$ cat src/switch_mode_pkg.sv
/*
 * Constants, types and register map of the operating-mode controller.
 * Assumes a 100 MHz logic clock and a 32-bit APB register port.
 */
// Notes on behaviour
// - Wake is OR of requests and pin.
// - Fail is serial failure or limp-home.
// - Both supplies below threshold means power-off.
// - Sleep keeps logic idle, outputs off.
// - Stay in sleep until wake asserts.
// - Normal exactly when wake and no fail.
// - Normal: on bits or enabled direct inputs.
// - Rising channel control starts overcurrent window, channels 1-5 only.
// - Fail: direct inputs drive 1-4, 5-6 off.
// - Fail ignores control writes, diagnosis stays selectable.
// - Fail selects low overcurrent profile.
// - Fail: overload or undervoltage auto-restarts output.
// - Fail: severe faults latch output off.
// - Fail: windows timed from wake requests.
// - Wake-up clears registers and blanks faults.
// - Initialization completes about 50 us later.
// - Entering fail clears on bits and input enables, keeps readout select and status.
// - Diagnosis lost only for stuck data lines.
// - Leave fail: cause gone, toggles 0 then 1.
// - Fail-to-normal clears registers, sets both flags.
// - Reading quick status clears register-cleared flag.
// - Readout driven only with logic supply present.
// - Reset pin low holds registers in reset.
package switch_mode_pkg;
   localparam int          ADDR_W        = 4;
   localparam logic [3:0]  CTRL_ADDR     = 4'h0;
   localparam logic [3:0]  TOGGLE_ADDR   = 4'h4;
   localparam logic [3:0]  STATUS_ADDR   = 4'h8;
   localparam logic [3:0]  QSTAT_ADDR    = 4'hc;
   localparam int          ON_LSB        = 0;
   localparam int          INEN_LSB      = 8;
   localparam int          SOA_LSB       = 12;
   localparam int          TOGGLE_BIT    = 0;
   localparam int          ST_MODE_LSB   = 0;
   localparam int          ST_DSF        = 4;
   localparam int          ST_RCF        = 5;
   localparam int          ST_SERFAIL    = 6;
   localparam int          ST_DIAG       = 7;
   localparam int          ST_INIT       = 8;
   localparam int          ST_LATCH_LSB  = 9;
   localparam int          CLK_PERIOD_NS = 10;
   localparam int          INIT_TIME_NS  = 50000;
   localparam int          BLANK_TIME_NS = 20000;
   localparam int          WD_TIME_NS    = 1000000;
   localparam int          INIT_CYCLES   = INIT_TIME_NS / CLK_PERIOD_NS;
   localparam int          BLANK_CYCLES  = (BLANK_TIME_NS + CLK_PERIOD_NS - 1) / CLK_PERIOD_NS;
   localparam int          WD_CYCLES     = WD_TIME_NS / CLK_PERIOD_NS;

   typedef enum logic [3:0] {
      MODE_OFF    = 4'b0001,
      MODE_SLEEP  = 4'b0010,
      MODE_NORMAL = 4'b0100,
      MODE_FAIL   = 4'b1000
   } mode_t;

   typedef struct packed {
      logic [3:0] overload;
      logic [3:0] underVoltage;
      logic [3:0] overTemp;
      logic [3:0] highOc;
      logic [3:0] severeShort;
   } fault_t;

   typedef struct packed {
      logic toggleErr;
      logic frameErr;
      logic stuck;
   } serialErr_t;
endpackage : switch_mode_pkg

$ cat src/switch_mode_ctrl.sv
/*
 * Operating-mode controller of a six-channel high-side switch: mode
 * sequencing, channel source selection, fault latching and the
 * control and status registers on APB.
 * Assumes a PWM block on the same clock supplies per-channel gates,
 * and that pins and fault comparators are asynchronous levels.
 */
// Local design decisions: the placing of the registers and the APB slave port.
`timescale 1ns/100ps
module switch_mode_ctrl #(
   parameter int INIT_CYCLES  = switch_mode_pkg::INIT_CYCLES,
   parameter int BLANK_CYCLES = switch_mode_pkg::BLANK_CYCLES,
   parameter int WD_CYCLES    = switch_mode_pkg::WD_CYCLES
) (
   input  wire logic                                mclk,
   input  wire logic                                sys_rst,
   input  wire logic                                psel,
   input  wire logic                                penable,
   input  wire logic                                pwrite,
   input  wire logic [switch_mode_pkg::ADDR_W-1:0]  paddr,
   input  wire logic [31:0]                         pwdata,
   output logic [31:0]                              prdata,
   output logic                                     pready,
   output logic                                     pslverr,
   input  wire logic                                wakeResetN,
   input  wire logic [3:0]                          wakeRequest,
   input  wire logic [3:0]                          directControlInputs,
   input  wire logic                                limpHome,
   input  wire logic                                vpwrAbovePor,
   input  wire logic                                vccAbovePor,
   input  wire switch_mode_pkg::fault_t             faultIn,
   input  wire switch_mode_pkg::serialErr_t         serialErr,
   input  wire logic [5:0]                          pwmGate,
   output logic [5:0]                               channelDrive,
   output logic [4:0]                               ocWindowStart,
   output switch_mode_pkg::mode_t                   mode,
   output logic                                     pwmEnable,
   output logic                                     lowOcProfile,
   output logic                                     analogFeedbackEn,
   output logic                                     readoutEnable,
   output logic [3:0]                               readoutSelect,
   output logic                                     faultBlanked,
   output logic                                     initDone,
   output logic                                     deviceStatusFlag,
   output logic                                     registerClearedFlag
);
   localparam int SW = 12 + $bits(switch_mode_pkg::fault_t);
   localparam int IW = $clog2(INIT_CYCLES + 1);
   localparam int BW = $clog2(BLANK_CYCLES + 1);

   logic [SW-1:0]                syncIn;
   logic [SW-1:0]                syncOut;
   logic                         rstbS;
   logic [3:0]                   wakeReqS;
   logic [3:0]                   directS;
   logic                         limpS;
   logic                         vpwrS;
   logic                         vccS;
   switch_mode_pkg::fault_t      faultS;
   logic                         wake;
   logic                         wakePrev;
   logic                         wakeEvent;
   logic                         failLatch;
   logic                         serialCause;
   logic                         stuckSeen;
   logic                         wdTimeout;
   logic                         wdSeqErr;
   logic                         wdRecover;
   logic                         leaveFail;
   logic                         enterFail;
   switch_mode_pkg::mode_t       next_mode;
   logic [5:0]                   onBits;
   logic [3:0]                   inputEnable;
   logic [3:0]                   readoutSel;
   logic [3:0]                   latchedOff;
   logic [3:0]                   restartHold;
   logic [5:0]                   chCtrl;
   logic [5:0]                   chPrev;
   logic [3:0]                   reqPrev;
   logic [IW-1:0]                initCnt;
   logic [BW-1:0]                blankCnt;
   logic                         device_status_flag;
   logic                         register_cleared_flag;
   logic                         setup;
   logic                         wrTake;
   logic                         rdTake;
   logic                         isNormal;
   logic                         isFail;
   logic                         regHold;

   function automatic logic hit(input logic [switch_mode_pkg::ADDR_W-1:0] a,
                                input logic [3:0] reg_addr);
      hit = (a == reg_addr);
   endfunction : hit

   function automatic logic [4:0] rise5(input logic [4:0] now, input logic [4:0] was);
      rise5 = now & ~was;
   endfunction : rise5

   assign syncIn = {wakeResetN, wakeRequest, directControlInputs, limpHome,
                    vpwrAbovePor, vccAbovePor, faultIn};

   pin_sync #(
      .W (SW)
   ) u_pin_sync (
      .clk (mclk),
      .rst (sys_rst),
      .d   (syncIn),
      .q   (syncOut)
   );

   assign {rstbS, wakeReqS, directS, limpS, vpwrS, vccS, faultS} = syncOut;

   assign isNormal = (mode == switch_mode_pkg::MODE_NORMAL);
   assign isFail   = (mode == switch_mode_pkg::MODE_FAIL);
   assign setup    = psel && !penable;
   assign wrTake   = psel && penable && pready && pwrite;
   assign rdTake   = psel && penable && pready && !pwrite;
   assign regHold  = !rstbS || !(isNormal || isFail);

   serial_watchdog #(
      .LIMIT (WD_CYCLES)
   ) u_serial_watchdog (
      .clk        (mclk),
      .rst        (sys_rst),
      .hold       (regHold),
      .failActive (isFail),
      .wrToggle   (wrTake && hit(paddr, switch_mode_pkg::TOGGLE_ADDR)),
      .toggleBit  (pwdata[switch_mode_pkg::TOGGLE_BIT]),
      .timeout    (wdTimeout),
      .seqErr     (wdSeqErr),
      .recover    (wdRecover)
   );

   assign wake        = (|wakeReqS) || rstbS;
   assign wakeEvent   = wake && !wakePrev;
   assign serialCause = wdTimeout || wdSeqErr || serialErr.toggleErr
                        || serialErr.frameErr || serialErr.stuck;
   assign leaveFail   = isFail && wdRecover && !limpS && !serialCause;

   always_comb begin
      if (!vpwrS && !vccS) begin
         next_mode = switch_mode_pkg::MODE_OFF;
      end else if (!wake) begin
         next_mode = switch_mode_pkg::MODE_SLEEP;
      end else if (failLatch && !leaveFail) begin
         next_mode = switch_mode_pkg::MODE_FAIL;
      end else begin
         next_mode = switch_mode_pkg::MODE_NORMAL;
      end
   end

   assign enterFail = isNormal && (next_mode == switch_mode_pkg::MODE_FAIL);

   always_ff @(posedge mclk or posedge sys_rst) begin
      if (sys_rst) begin
         mode     <= switch_mode_pkg::MODE_OFF;
         wakePrev <= 1'b0;
      end else begin
         mode     <= next_mode;
         wakePrev <= wake;
      end
   end

   always_ff @(posedge mclk or posedge sys_rst) begin
      if (sys_rst) begin
         failLatch <= 1'b0;
         stuckSeen <= 1'b0;
      end else if (wakeEvent) begin
         failLatch <= limpS || serialCause;
         stuckSeen <= serialErr.stuck;
      end else if (limpS || (serialCause && !regHold)) begin
         failLatch <= 1'b1;
         stuckSeen <= stuckSeen || serialErr.stuck;
      end else if (leaveFail) begin
         failLatch <= 1'b0;
         stuckSeen <= 1'b0;
      end
   end

   always_ff @(posedge mclk or posedge sys_rst) begin
      if (sys_rst) begin
         initCnt  <= '0;
         blankCnt <= '0;
      end else if (wakeEvent) begin
         initCnt  <= IW'(INIT_CYCLES);
         blankCnt <= BW'(BLANK_CYCLES);
      end else begin
         if (initCnt != '0) begin
            initCnt <= initCnt - 1'b1;
         end
         if (blankCnt != '0) begin
            blankCnt <= blankCnt - 1'b1;
         end
      end
   end

   always_ff @(posedge mclk or posedge sys_rst) begin
      if (sys_rst) begin
         onBits      <= '0;
         inputEnable <= '0;
         readoutSel  <= '0;
      end else if (regHold || wakeEvent || enterFail || leaveFail) begin
         onBits      <= '0;
         inputEnable <= '0;
         if (regHold || wakeEvent || leaveFail) begin
            readoutSel <= '0;
         end
      end else if (wrTake && hit(paddr, switch_mode_pkg::CTRL_ADDR)) begin
         if (isNormal) begin
            onBits      <= pwdata[switch_mode_pkg::ON_LSB +: 6];
            inputEnable <= pwdata[switch_mode_pkg::INEN_LSB +: 4];
         end
         readoutSel <= pwdata[switch_mode_pkg::SOA_LSB +: 4];
      end
   end

   always_ff @(posedge mclk or posedge sys_rst) begin
      if (sys_rst) begin
         device_status_flag <= 1'b0;
         register_cleared_flag <= 1'b0;
      end else if (leaveFail) begin
         device_status_flag <= 1'b1;
         register_cleared_flag <= 1'b1;
      end else if (regHold || wakeEvent) begin
         device_status_flag <= 1'b0;
         register_cleared_flag <= 1'b0;
      end else if (rdTake && hit(paddr, switch_mode_pkg::QSTAT_ADDR)) begin
         register_cleared_flag <= 1'b0;
      end
   end

   always_ff @(posedge mclk or posedge sys_rst) begin
      if (sys_rst) begin
         latchedOff <= '0;
      end else if (!rstbS || wakeEvent) begin
         latchedOff <= '0;
      end else if (isFail && blankCnt == '0) begin
         latchedOff <= latchedOff | faultS.overTemp | faultS.highOc | faultS.severeShort;
      end
   end

   assign restartHold = (blankCnt == '0) ? (faultS.overload | faultS.underVoltage) : 4'h0;

   assign chCtrl = {onBits[5:4], onBits[3:0] | (inputEnable & directS)};

   always_ff @(posedge mclk or posedge sys_rst) begin
      if (sys_rst) begin
         channelDrive  <= '0;
         ocWindowStart <= '0;
         chPrev        <= '0;
         reqPrev       <= '0;
      end else begin
         chPrev  <= isNormal ? chCtrl : 6'h00;
         reqPrev <= wakeReqS;
         unique case (mode)
            switch_mode_pkg::MODE_NORMAL: begin
               channelDrive  <= chCtrl & pwmGate;
               ocWindowStart <= rise5(chCtrl[4:0], chPrev[4:0]);
            end
            switch_mode_pkg::MODE_FAIL: begin
               channelDrive  <= {2'b00, directS & ~latchedOff & ~restartHold};
               ocWindowStart <= rise5({1'b0, wakeReqS}, {1'b0, reqPrev});
            end
            switch_mode_pkg::MODE_OFF, switch_mode_pkg::MODE_SLEEP: begin
               channelDrive  <= '0;
               ocWindowStart <= '0;
            end
         endcase
      end
   end

   always_ff @(posedge mclk or posedge sys_rst) begin
      if (sys_rst) begin
         pwmEnable        <= 1'b0;
         lowOcProfile     <= 1'b0;
         analogFeedbackEn <= 1'b0;
         readoutEnable    <= 1'b0;
         readoutSelect    <= '0;
         faultBlanked     <= 1'b0;
         initDone         <= 1'b0;
         deviceStatusFlag    <= 1'b0;
         registerClearedFlag <= 1'b0;
      end else begin
         pwmEnable        <= isNormal;
         lowOcProfile     <= isFail;
         analogFeedbackEn <= isNormal;
         readoutEnable    <= vccS && (isNormal || (isFail && !stuckSeen));
         readoutSelect    <= readoutSel;
         faultBlanked     <= (blankCnt != '0);
         initDone         <= (isNormal || isFail) && initCnt == '0;
         deviceStatusFlag    <= device_status_flag;
         registerClearedFlag <= register_cleared_flag;
      end
   end

   // The slave answers with no wait state; unmapped addresses give an error.
   always_ff @(posedge mclk or posedge sys_rst) begin
      if (sys_rst) begin
         pready  <= 1'b0;
         pslverr <= 1'b0;
         prdata  <= '0;
      end else begin
         pready  <= setup;
         pslverr <= setup && !(hit(paddr, switch_mode_pkg::CTRL_ADDR)
                    || hit(paddr, switch_mode_pkg::TOGGLE_ADDR)
                    || hit(paddr, switch_mode_pkg::STATUS_ADDR)
                    || hit(paddr, switch_mode_pkg::QSTAT_ADDR));
         prdata  <= '0;
         if (setup && !pwrite) begin
            if (hit(paddr, switch_mode_pkg::CTRL_ADDR)) begin
               prdata[switch_mode_pkg::ON_LSB +: 6]   <= onBits;
               prdata[switch_mode_pkg::INEN_LSB +: 4] <= inputEnable;
               prdata[switch_mode_pkg::SOA_LSB +: 4]  <= readoutSel;
            end else if (hit(paddr, switch_mode_pkg::STATUS_ADDR)
                         || hit(paddr, switch_mode_pkg::QSTAT_ADDR)) begin
               prdata[switch_mode_pkg::ST_MODE_LSB +: 4]  <= mode;
               prdata[switch_mode_pkg::ST_DSF]            <= device_status_flag;
               prdata[switch_mode_pkg::ST_RCF]            <= register_cleared_flag;
               prdata[switch_mode_pkg::ST_SERFAIL]        <= failLatch;
               prdata[switch_mode_pkg::ST_DIAG]           <= !stuckSeen;
               prdata[switch_mode_pkg::ST_INIT]           <= (initCnt == '0);
               prdata[switch_mode_pkg::ST_LATCH_LSB +: 4] <= latchedOff;
            end
         end
      end
   end
endmodule : switch_mode_ctrl

$ cat src/pin_sync.sv
/*
 * Two-flop synchroniser for a bundle of asynchronous pin levels.
 * Assumes the inputs are levels that stay stable for several clocks.
 */
`timescale 1ns/100ps
module pin_sync #(
   parameter int W = 1
) (
   input  wire logic         clk,
   input  wire logic         rst,
   input  wire logic [W-1:0] d,
   output logic [W-1:0]      q
);
   logic [W-1:0] meta;

   always_ff @(posedge clk or posedge rst) begin
      if (rst) begin
         meta <= '0;
         q    <= '0;
      end else begin
         meta <= d;
         q    <= meta;
      end
   end
endmodule : pin_sync

$ cat src/serial_watchdog.sv
/*
 * Watchdog on the toggle bit of toggle-register writes, with fail recovery.
 * Assumes write strobes are one-cycle pulses on the same clock.
 */
`timescale 1ns/100ps
module serial_watchdog #(
   parameter int LIMIT = 100000
) (
   input  wire logic clk,
   input  wire logic rst,
   input  wire logic hold,
   input  wire logic failActive,
   input  wire logic wrToggle,
   input  wire logic toggleBit,
   output logic      timeout,
   output logic      seqErr,
   output logic      recover
);
   localparam int CW = $clog2(LIMIT + 1);
   logic [CW-1:0] cnt;
   logic          lastBit;
   logic          armed;
   logic          expired;

   assign expired = (cnt == CW'(LIMIT));

   always_ff @(posedge clk or posedge rst) begin
      if (rst) begin
         cnt <= '0;
      end else if (hold || wrToggle) begin
         cnt <= '0;
      end else if (!expired) begin
         cnt <= cnt + 1'b1;
      end
   end

   always_ff @(posedge clk or posedge rst) begin
      if (rst) begin
         timeout <= 1'b0;
         seqErr  <= 1'b0;
         lastBit <= 1'b1;
      end else begin
         timeout <= !hold && !failActive && !wrToggle && cnt == CW'(LIMIT - 1);
         seqErr  <= !hold && !failActive && wrToggle && toggleBit == lastBit;
         if (hold) begin
            lastBit <= 1'b1;
         end else if (wrToggle) begin
            lastBit <= toggleBit;
         end
      end
   end

   always_ff @(posedge clk or posedge rst) begin
      if (rst) begin
         armed   <= 1'b0;
         recover <= 1'b0;
      end else begin
         recover <= failActive && !hold && wrToggle && toggleBit && armed && !expired;
         // A toggle write restarts the watchdog cycle, so it may arm even after expiry.
         if (hold || !failActive) begin
            armed <= 1'b0;
         end else if (wrToggle) begin
            armed <= !toggleBit;
         end else if (expired) begin
            armed <= 1'b0;
         end
      end
   end
endmodule : serial_watchdog

$ cat config.mk
export PLATFORM = sky130hd
export DESIGN_NAME = switch_mode_ctrl
export DESIGN_NICKNAME = d
export VERILOG_FILES = /design/src/switch_mode_pkg.sv /design/src/switch_mode_ctrl.sv /design/src/pin_sync.sv /design/src/serial_watchdog.sv
export SDC_FILE = /design/constraint.sdc
export NUM_CORES = 1
export LEC_CHECK = 0
export BUFFER_PORTS_ARGS = -buffer_cell sky130_fd_sc_hd__buf_2
export CAP_MARGIN = 20
export CORE_UTILIZATION = 54
export CTS_BUF_LIST = sky130_fd_sc_hd__clkbuf_16
export CTS_CLUSTER_DIAMETER = 200
export CTS_CLUSTER_SIZE = 10
export DETAILED_ROUTE_END_ITERATION = 8
export GPL_TIMING_DRIVEN = 0
export PLACE_DENSITY = 0.8
export SYNTH_ARGS = -nofsm -noshare
export SYNTH_HDL_FRONTEND = slang
export SYNTH_SLANG_ARGS = --single-unit
$ cat constraint.sdc
create_clock -name mclk -period 6 [get_ports mclk]
set_clock_uncertainty 0.15 [all_clocks]
set_input_delay 0 -clock mclk [delete_from_list [all_inputs] [get_ports mclk]]
set_output_delay 0 -clock mclk [all_outputs]
set_load 0.01 [all_outputs]
; ---- Word-level counts from Yosys, hierarchy flattened
; Cells that the tools add are included.
[totals]
reg_bits = 186
in_bits = 82
[op_classes]
n_addsub = 3
eq_ne = 13
n_mux = 45
n_bitwise = 15
reduce_logical = 90
[op_table]
columns = cell, n
row1 = 4-bit two-way mux, 12
row2 = 13-bit two-way mux, 3
row3 = 17-bit == test (second input constant), 2
row4 = 17-bit two-way mux, 2
row5 = 1-bit logical AND, 32
row6 = 6-bit two-way mux, 4
row7 = 1-bit logical OR, 22
row8 = 11-bit two-way mux, 2
row9 = 4-bit OR, 5
row10 = 6-bit case mux with 3 select lines, 1
row11 = 17-bit by 1-bit adder with 17-bit output (second input constant), 1
row12 = 1-bit logical NOT, 17
row13 = 4-bit == test (second input constant), 4
row14 = 16-bit two-way mux, 1
row15 = 1-bit two-way mux, 15
row16 = 5-bit case mux with 3 select lines, 1
row17 = 2-bit nonzero test, 7
row18 = 13-bit logical NOT, 1
row19 = 13-bit nonzero test, 1
row20 = 13-bit by 1-bit subtractor with 13-bit output (second input constant), 1
row21 = 4-bit AND, 3
row22 = 11-bit logical NOT, 1
row23 = 11-bit nonzero test, 1
row24 = 11-bit by 1-bit subtractor with 11-bit output (second input constant), 1
row25 = other kinds (20), 26

; ---- Longest topological paths before layout
[depth]
word_depth = 17
depth_mapped = 8
mapped_depth_nobuf = 7

; ---- By module
; A second synthesis with hierarchy kept.
[unflattened]
cells_unflattened = 568
area_unflattened_um2 = 7048.0
[modules_own_cells]
columns = module, n_inst, cells_each, area_per_inst_um2, seq_area_each_um2
row1 = switch_mode_ctrl, 1, 389, 4310.4, 2503.7
row2 = pin_sync, 1, 65, 1605.3, 1601.5
row3 = serial_watchdog, 1, 114, 1132.3, 551.8

; ---- Worst setup path before layout
; No wires, ideal clock.
[synth_timing]
kind = reg2reg
start = reg mode[3]
end = reg inputEnable[0]
setup_time_ns = 0.123
t_arrival_ns = 1.885
required_ns = 5.727
path_slack_ns = 3.842
path_stages_with_launch = 7
period_less_slack_ns = 2.158
path_cell_list = dfrtp_1 > or4b_2 > buf_2 > nor3_1 > buf_4 > mux2i_1 > nor2_1
[synth_via]
elab_chain_len = 15
elab_cells_between_ends = 22
cone_classes = eq/ne: 3 / mux: 4 / reduce/logical: 15
[synth_rtl]
columns = element, line_no
row1 = "start, declared", switch_mode_ctrl.sv:36  ; output switch_mode_pkg::mode_t mode,
row2 = "start signal, assigned", switch_mode_ctrl.sv:157  ; mode <= switch_mode_pkg::MODE_OFF;
row3 = "start signal, assigned", switch_mode_ctrl.sv:160  ; mode <= next_mode;
row4 = 4-bit == test, switch_mode_ctrl.sv:115  ; assign isFail = (mode == switch_mode_pkg::MODE_FAIL);
row5 = 1-bit logical AND (3 in series), switch_mode_ctrl.sv:139  ; assign leaveFail = isFail && wdRecover && !limpS && !serialCause;
row6 = 1-bit logical NOT, switch_mode_ctrl.sv:146  ; end else if (failLatch && !leaveFail) begin
row7 = 1-bit logical AND, switch_mode_ctrl.sv:146
row8 = 4-bit two-way mux, switch_mode_ctrl.sv:146
row9 = 4-bit two-way mux, switch_mode_ctrl.sv:144  ; end else if (!wake) begin
row10 = 4-bit two-way mux, switch_mode_ctrl.sv:142  ; if (!vpwrS && !vccS) begin
row11 = 4-bit == test, switch_mode_ctrl.sv:153  ; assign enterFail = isNormal && (next_mode == switch_mode_pkg::MODE_FAIL);
row12 = 1-bit logical AND, switch_mode_ctrl.sv:153
row13 = 1-bit logical OR (2 in series), switch_mode_ctrl.sv:203  ; end else if (regHold || wakeEvent || enterFail || leaveFail) begin
row14 = 2-bit nonzero test (no line), -
row15 = 2-bit AND reduction (no line), -
row16 = "end signal, assigned", switch_mode_ctrl.sv:212  ; inputEnable <= pwdata[switch_mode_pkg::INEN_LSB +: 4];
row17 = "end, declared", switch_mode_ctrl.sv:73  ; logic [3:0] inputEnable;
; Several ways; a longest one is shown, not always the timed one.
; A chain may end at the register's enable or synchronous reset.

; ---- Worst setup path after layout
[layout_timing]
start = reg mode[3]
end = reg readoutSel[1]
[layout_via]
elab_cells_between_ends = 23
cone_classes = eq/ne: 4 / mux: 4 / reduce/logical: 15
[layout_lines]
columns = element, line_no
row1 = 4-bit by 3-bit == test with 1-bit output (*), switch_mode_ctrl.sv:114  ; assign isNormal = (mode == switch_mode_pkg::MODE_NORMAL);
row2 = named net isNormal, switch_mode_ctrl.sv:87  ; logic isNormal;
row3 = 1-bit logical OR, switch_mode_ctrl.sv:119  ; assign regHold = !rstbS || !(isNormal || isFail);
row4 = 1-bit logical NOT, switch_mode_ctrl.sv:119
row5 = 1-bit logical OR, switch_mode_ctrl.sv:119
row6 = 1-bit logical OR, "switch_mode_ctrl.sv:203, switch_mode_ctrl.sv:206"
row7 = 1-bit logical OR (2 in series), switch_mode_ctrl.sv:203
row8 = 2-bit by 1-bit != test with 1-bit output (no line) / 2-bit nonzero test (equally long branches), -
row9 = 2-bit AND reduction (no line), -
row10 = "end signal, assigned", switch_mode_ctrl.sv:214  ; readoutSel <= pwdata[switch_mode_pkg::SOA_LSB +: 4];
row11 = "end, declared", switch_mode_ctrl.sv:74  ; logic [3:0] readoutSel;
; The timed path passes the listed nets; every way through them passes the cells marked *.

==> results.md <==
- CP Data Arrival Time: 2.98 ns
- Clk buf depth: 2
- Critical path endpoint category: flip-flop
- Post-route ant nets: 0
- H-Tree Depth: 4
- HP Class: input pin to flip-flop
- WP data required: 6.17 ns
- Layout Utilization: 0.721
- Worst slack, placed: 3.48 ns
- Critical-path maximum fanout: 10
- Hold_ws: 0.0567 ns
- EDFF count, synth: 0
- Worst Tran Pin Value: 1.00 ns
- Tot Pwr: 2.77 mW
- Initial antenna violation count: 0
- Internal Power: 2.06 mW
- Fin Setup TNS: 0 ns
- Root buf cell: clkbuf_16
- Final WS setup: 3.19 ns
- Residual DRC: 0
- Switching pwr: 0.718 mW
- Antenna diodes: 0
- Largest net degree at the start of global routing: 142
- GRT Total Usage: 0.273
- Vias in the first global route: 5426
- Clk_lat worst skew: 0.43 ns
- Post-synthesis async set-or-reset flop share: 1.00
- GR Layer Usage met1: 0.321
- Routed WL: 17.1 mm
- Status: completed
- Yosys warnings: 0
- Max Cap Viol: 0
- Seq pwr share: 0.512
- Mapped Cells: 571
- Wire length of the first global-routing pass: 26.9 mm
- Max Clk Rate: 356 MHz
- Die height: 116 µm
- Type of origin of the critical path: flip-flop
- Total I/O pin count: 143
- Hold endpoint: u_pin_sync.meta[14]$_DFF_PP0_
- Vias/cell: 5.44
- Endpoints failing setup: 0
- Initial DRT Pass Iterations: 5
- Gate power share: 0.118
- Net Sw Frac: 0.259
- R2r worst-path depth: 7
- CTS tree: yes
- Mapped cell area: 0.00702 mm²
- Critical R2R Capture: readoutSel[1]$_DFFE_PP0P_
- Final Non-Filler Cells: 972
- RSZ-0062 raised after global routing: no
- Reg-to-reg slack, setup: 3.19 ns
- Overflow after GRT: 0
- Clock network fraction of total power: 0.370
- Final instance area: 0.00913 mm²
- Max-slew headroom: 0.331
- Fin nets: 873
- Period minus WS final: 2.81 ns
- Routability cong.: 0.835
- Avg Cell Area, Syn: 12.3 µm²
- Via count: 5285
- Top_reg_cell synth: dfrtp_1
- Met3 usage: 0.0622
- Starting Density: 0.554
- Setup CP Type: flip-flop to flip-flop
- HPWL Detailed: 10.5 mm
- Number of buffers created by CTS: 17
- Max IR drop VDD: 0.246 mV
- Core area: 0.0127 mm²
- Most common cell after layout, fill and taps aside: dfrtp_1
- Sequential area share after synthesis: 0.663
- Pwr dens: 304 mW/mm²
- Reg clk slew, reported paths: 0.07 ns
- Hold Path Depth: 2
- Die ar.: 0.0135 mm²
- Yosys cell types: 60
- Synth Register Bits: 186
- Setup Fix Bufs, Post-CTS: 0
- Layout area overhead: 30.1%
- WL/cell: 17.6 µm
- Busiest grt layer: met2
- Die X: 116 µm
- Worst Hold Launch: faultIn[14]
- Most frequent cells in the layout: dfrtp_1 (184), buf_2 (111), dlygate4sd3_1 (73), nor2_1 (59), a21oi_1 (30)
- Worst r2r src: mode[3]$_DFF_PP0_
- Slew Viols, Final: 0
- Num rows: 41
- Clk sinks: 186
- Endpoints failing hold: 0
- Period Utilization, post-route: 0.469
- LEAKAGE: 4.21 nW
- Met2 usage: 0.474
- Share of cells above drive strength 1: 0.221
- Iteration-0 DRC count of the detailed router: 464
- Placed Cells: 867
- Port buffer count: 108
- Placed cell area: 0.00787 mm²
-- state kept, by name (all words and copies together), names as in the netlist, 6 cells and up --
register and cells:
u_pin_sync.meta 32, u_pin_sync.q 32, u_serial_watchdog.cnt 17, prdata 16
initCnt 13, blankCnt 11, channelDrive 6, onBits 6
-- layout make-up --
cell class | instances | area, µm²
Fill cell | 827 | 3540
Sequential cell | 186 | 4660
Timing Repair Buffer | 182 | 1300
Multi-Input combinational cell | 352 | 2170
Clock buffer | 17 | 425
Clock inverter | 15 | 111
Buffer | 30 | 184
Inverter | 18 | 75.1
Tap cell | 172 | 215
-- layer usage --
metal	vias to the layer above	part of all wire
li1	2419	-
met1	2594	0.38
met2	224	0.53
met3	48	0.061
met4	0	0.035
met5	-	0
-- worst max path at each step --
stage | from | end | slack [ns] | cells after the start
2_1_floorplan | sys_rst | analogFeedbackEn$_DFF_PP0_ | 0.80 | 1
3_3_place_gp | sys_rst | u_pin_sync.q[11]$_DFF_PP0_ | -0.71 | 2
3_5_place_dp | mode[2]$_DFF_PP0_ | inputEnable[1]$_DFFE_PP0P_ | 3.48 | 6
4_1_cts | mode[2]$_DFF_PP0_ | register_cleared_flag$_DFFE_PP0P_ | 3.25 | 6
5_1_grt | mode[2]$_DFF_PP0_ | register_cleared_flag$_DFFE_PP0P_ | 3.09 | 6
6_report | mode[3]$_DFF_PP0_ | readoutSel[1]$_DFFE_PP0P_ | 3.19 | 7
-- cells by family after synthesis --
logic type,share of synthesized area
and+or+nand+nor,0.162
DFF,0.663
AOI/OAI and AO/OA,0.0884
buffers and inverters,0.0358
xor gates and xnor gates,0.0225
muxes,0.0200
adders and majority gates,0.00713
other,0.000534
-- cells in the mapped netlist (all sizes together), types with 14 or more instances --
cell | n | area (µm²)
nor4 | 14 | 109
inv | 18 | 67.6
or3 | 16 | 100
dfrtp | 184 | 4600
nand3 | 16 | 85.1
mux2i | 14 | 140
nor2 | 59 | 221
nand2 | 30 | 115
buf | 21 | 150
o21ai | 19 | 95.1
a21oi | 30 | 150
-- power groups by stage --
stage                     combinational, mW  clock [mW]  sequential [mW]
after global routing                  0.369        1.09             1.43
after floorplan                       0.203           0             1.42
after detailed placement              0.288           0             1.44
final                                 0.328        1.03             1.42
after global placement                0.268           0             1.43
after CTS                             0.325        1.03             1.42
-- timing repair --
action                                 in CTS  in global routing
resized for setup                           0                  0
hold buffers                               73                  0
endpoints found under the hold margin     252                  0
-- worst max-delay path, cell delays in order, from the launching register on --
cell and delay [ns]:
dfrtp_1 0.44, or4b_2 0.68, buf_2 0.22, inv_1 0.15, o211ai_1 0.23, nand3_1 0.20
dlygate4sd3_1 0.57, a21oi_1 0.06
(Power assumes the default switching activity.)
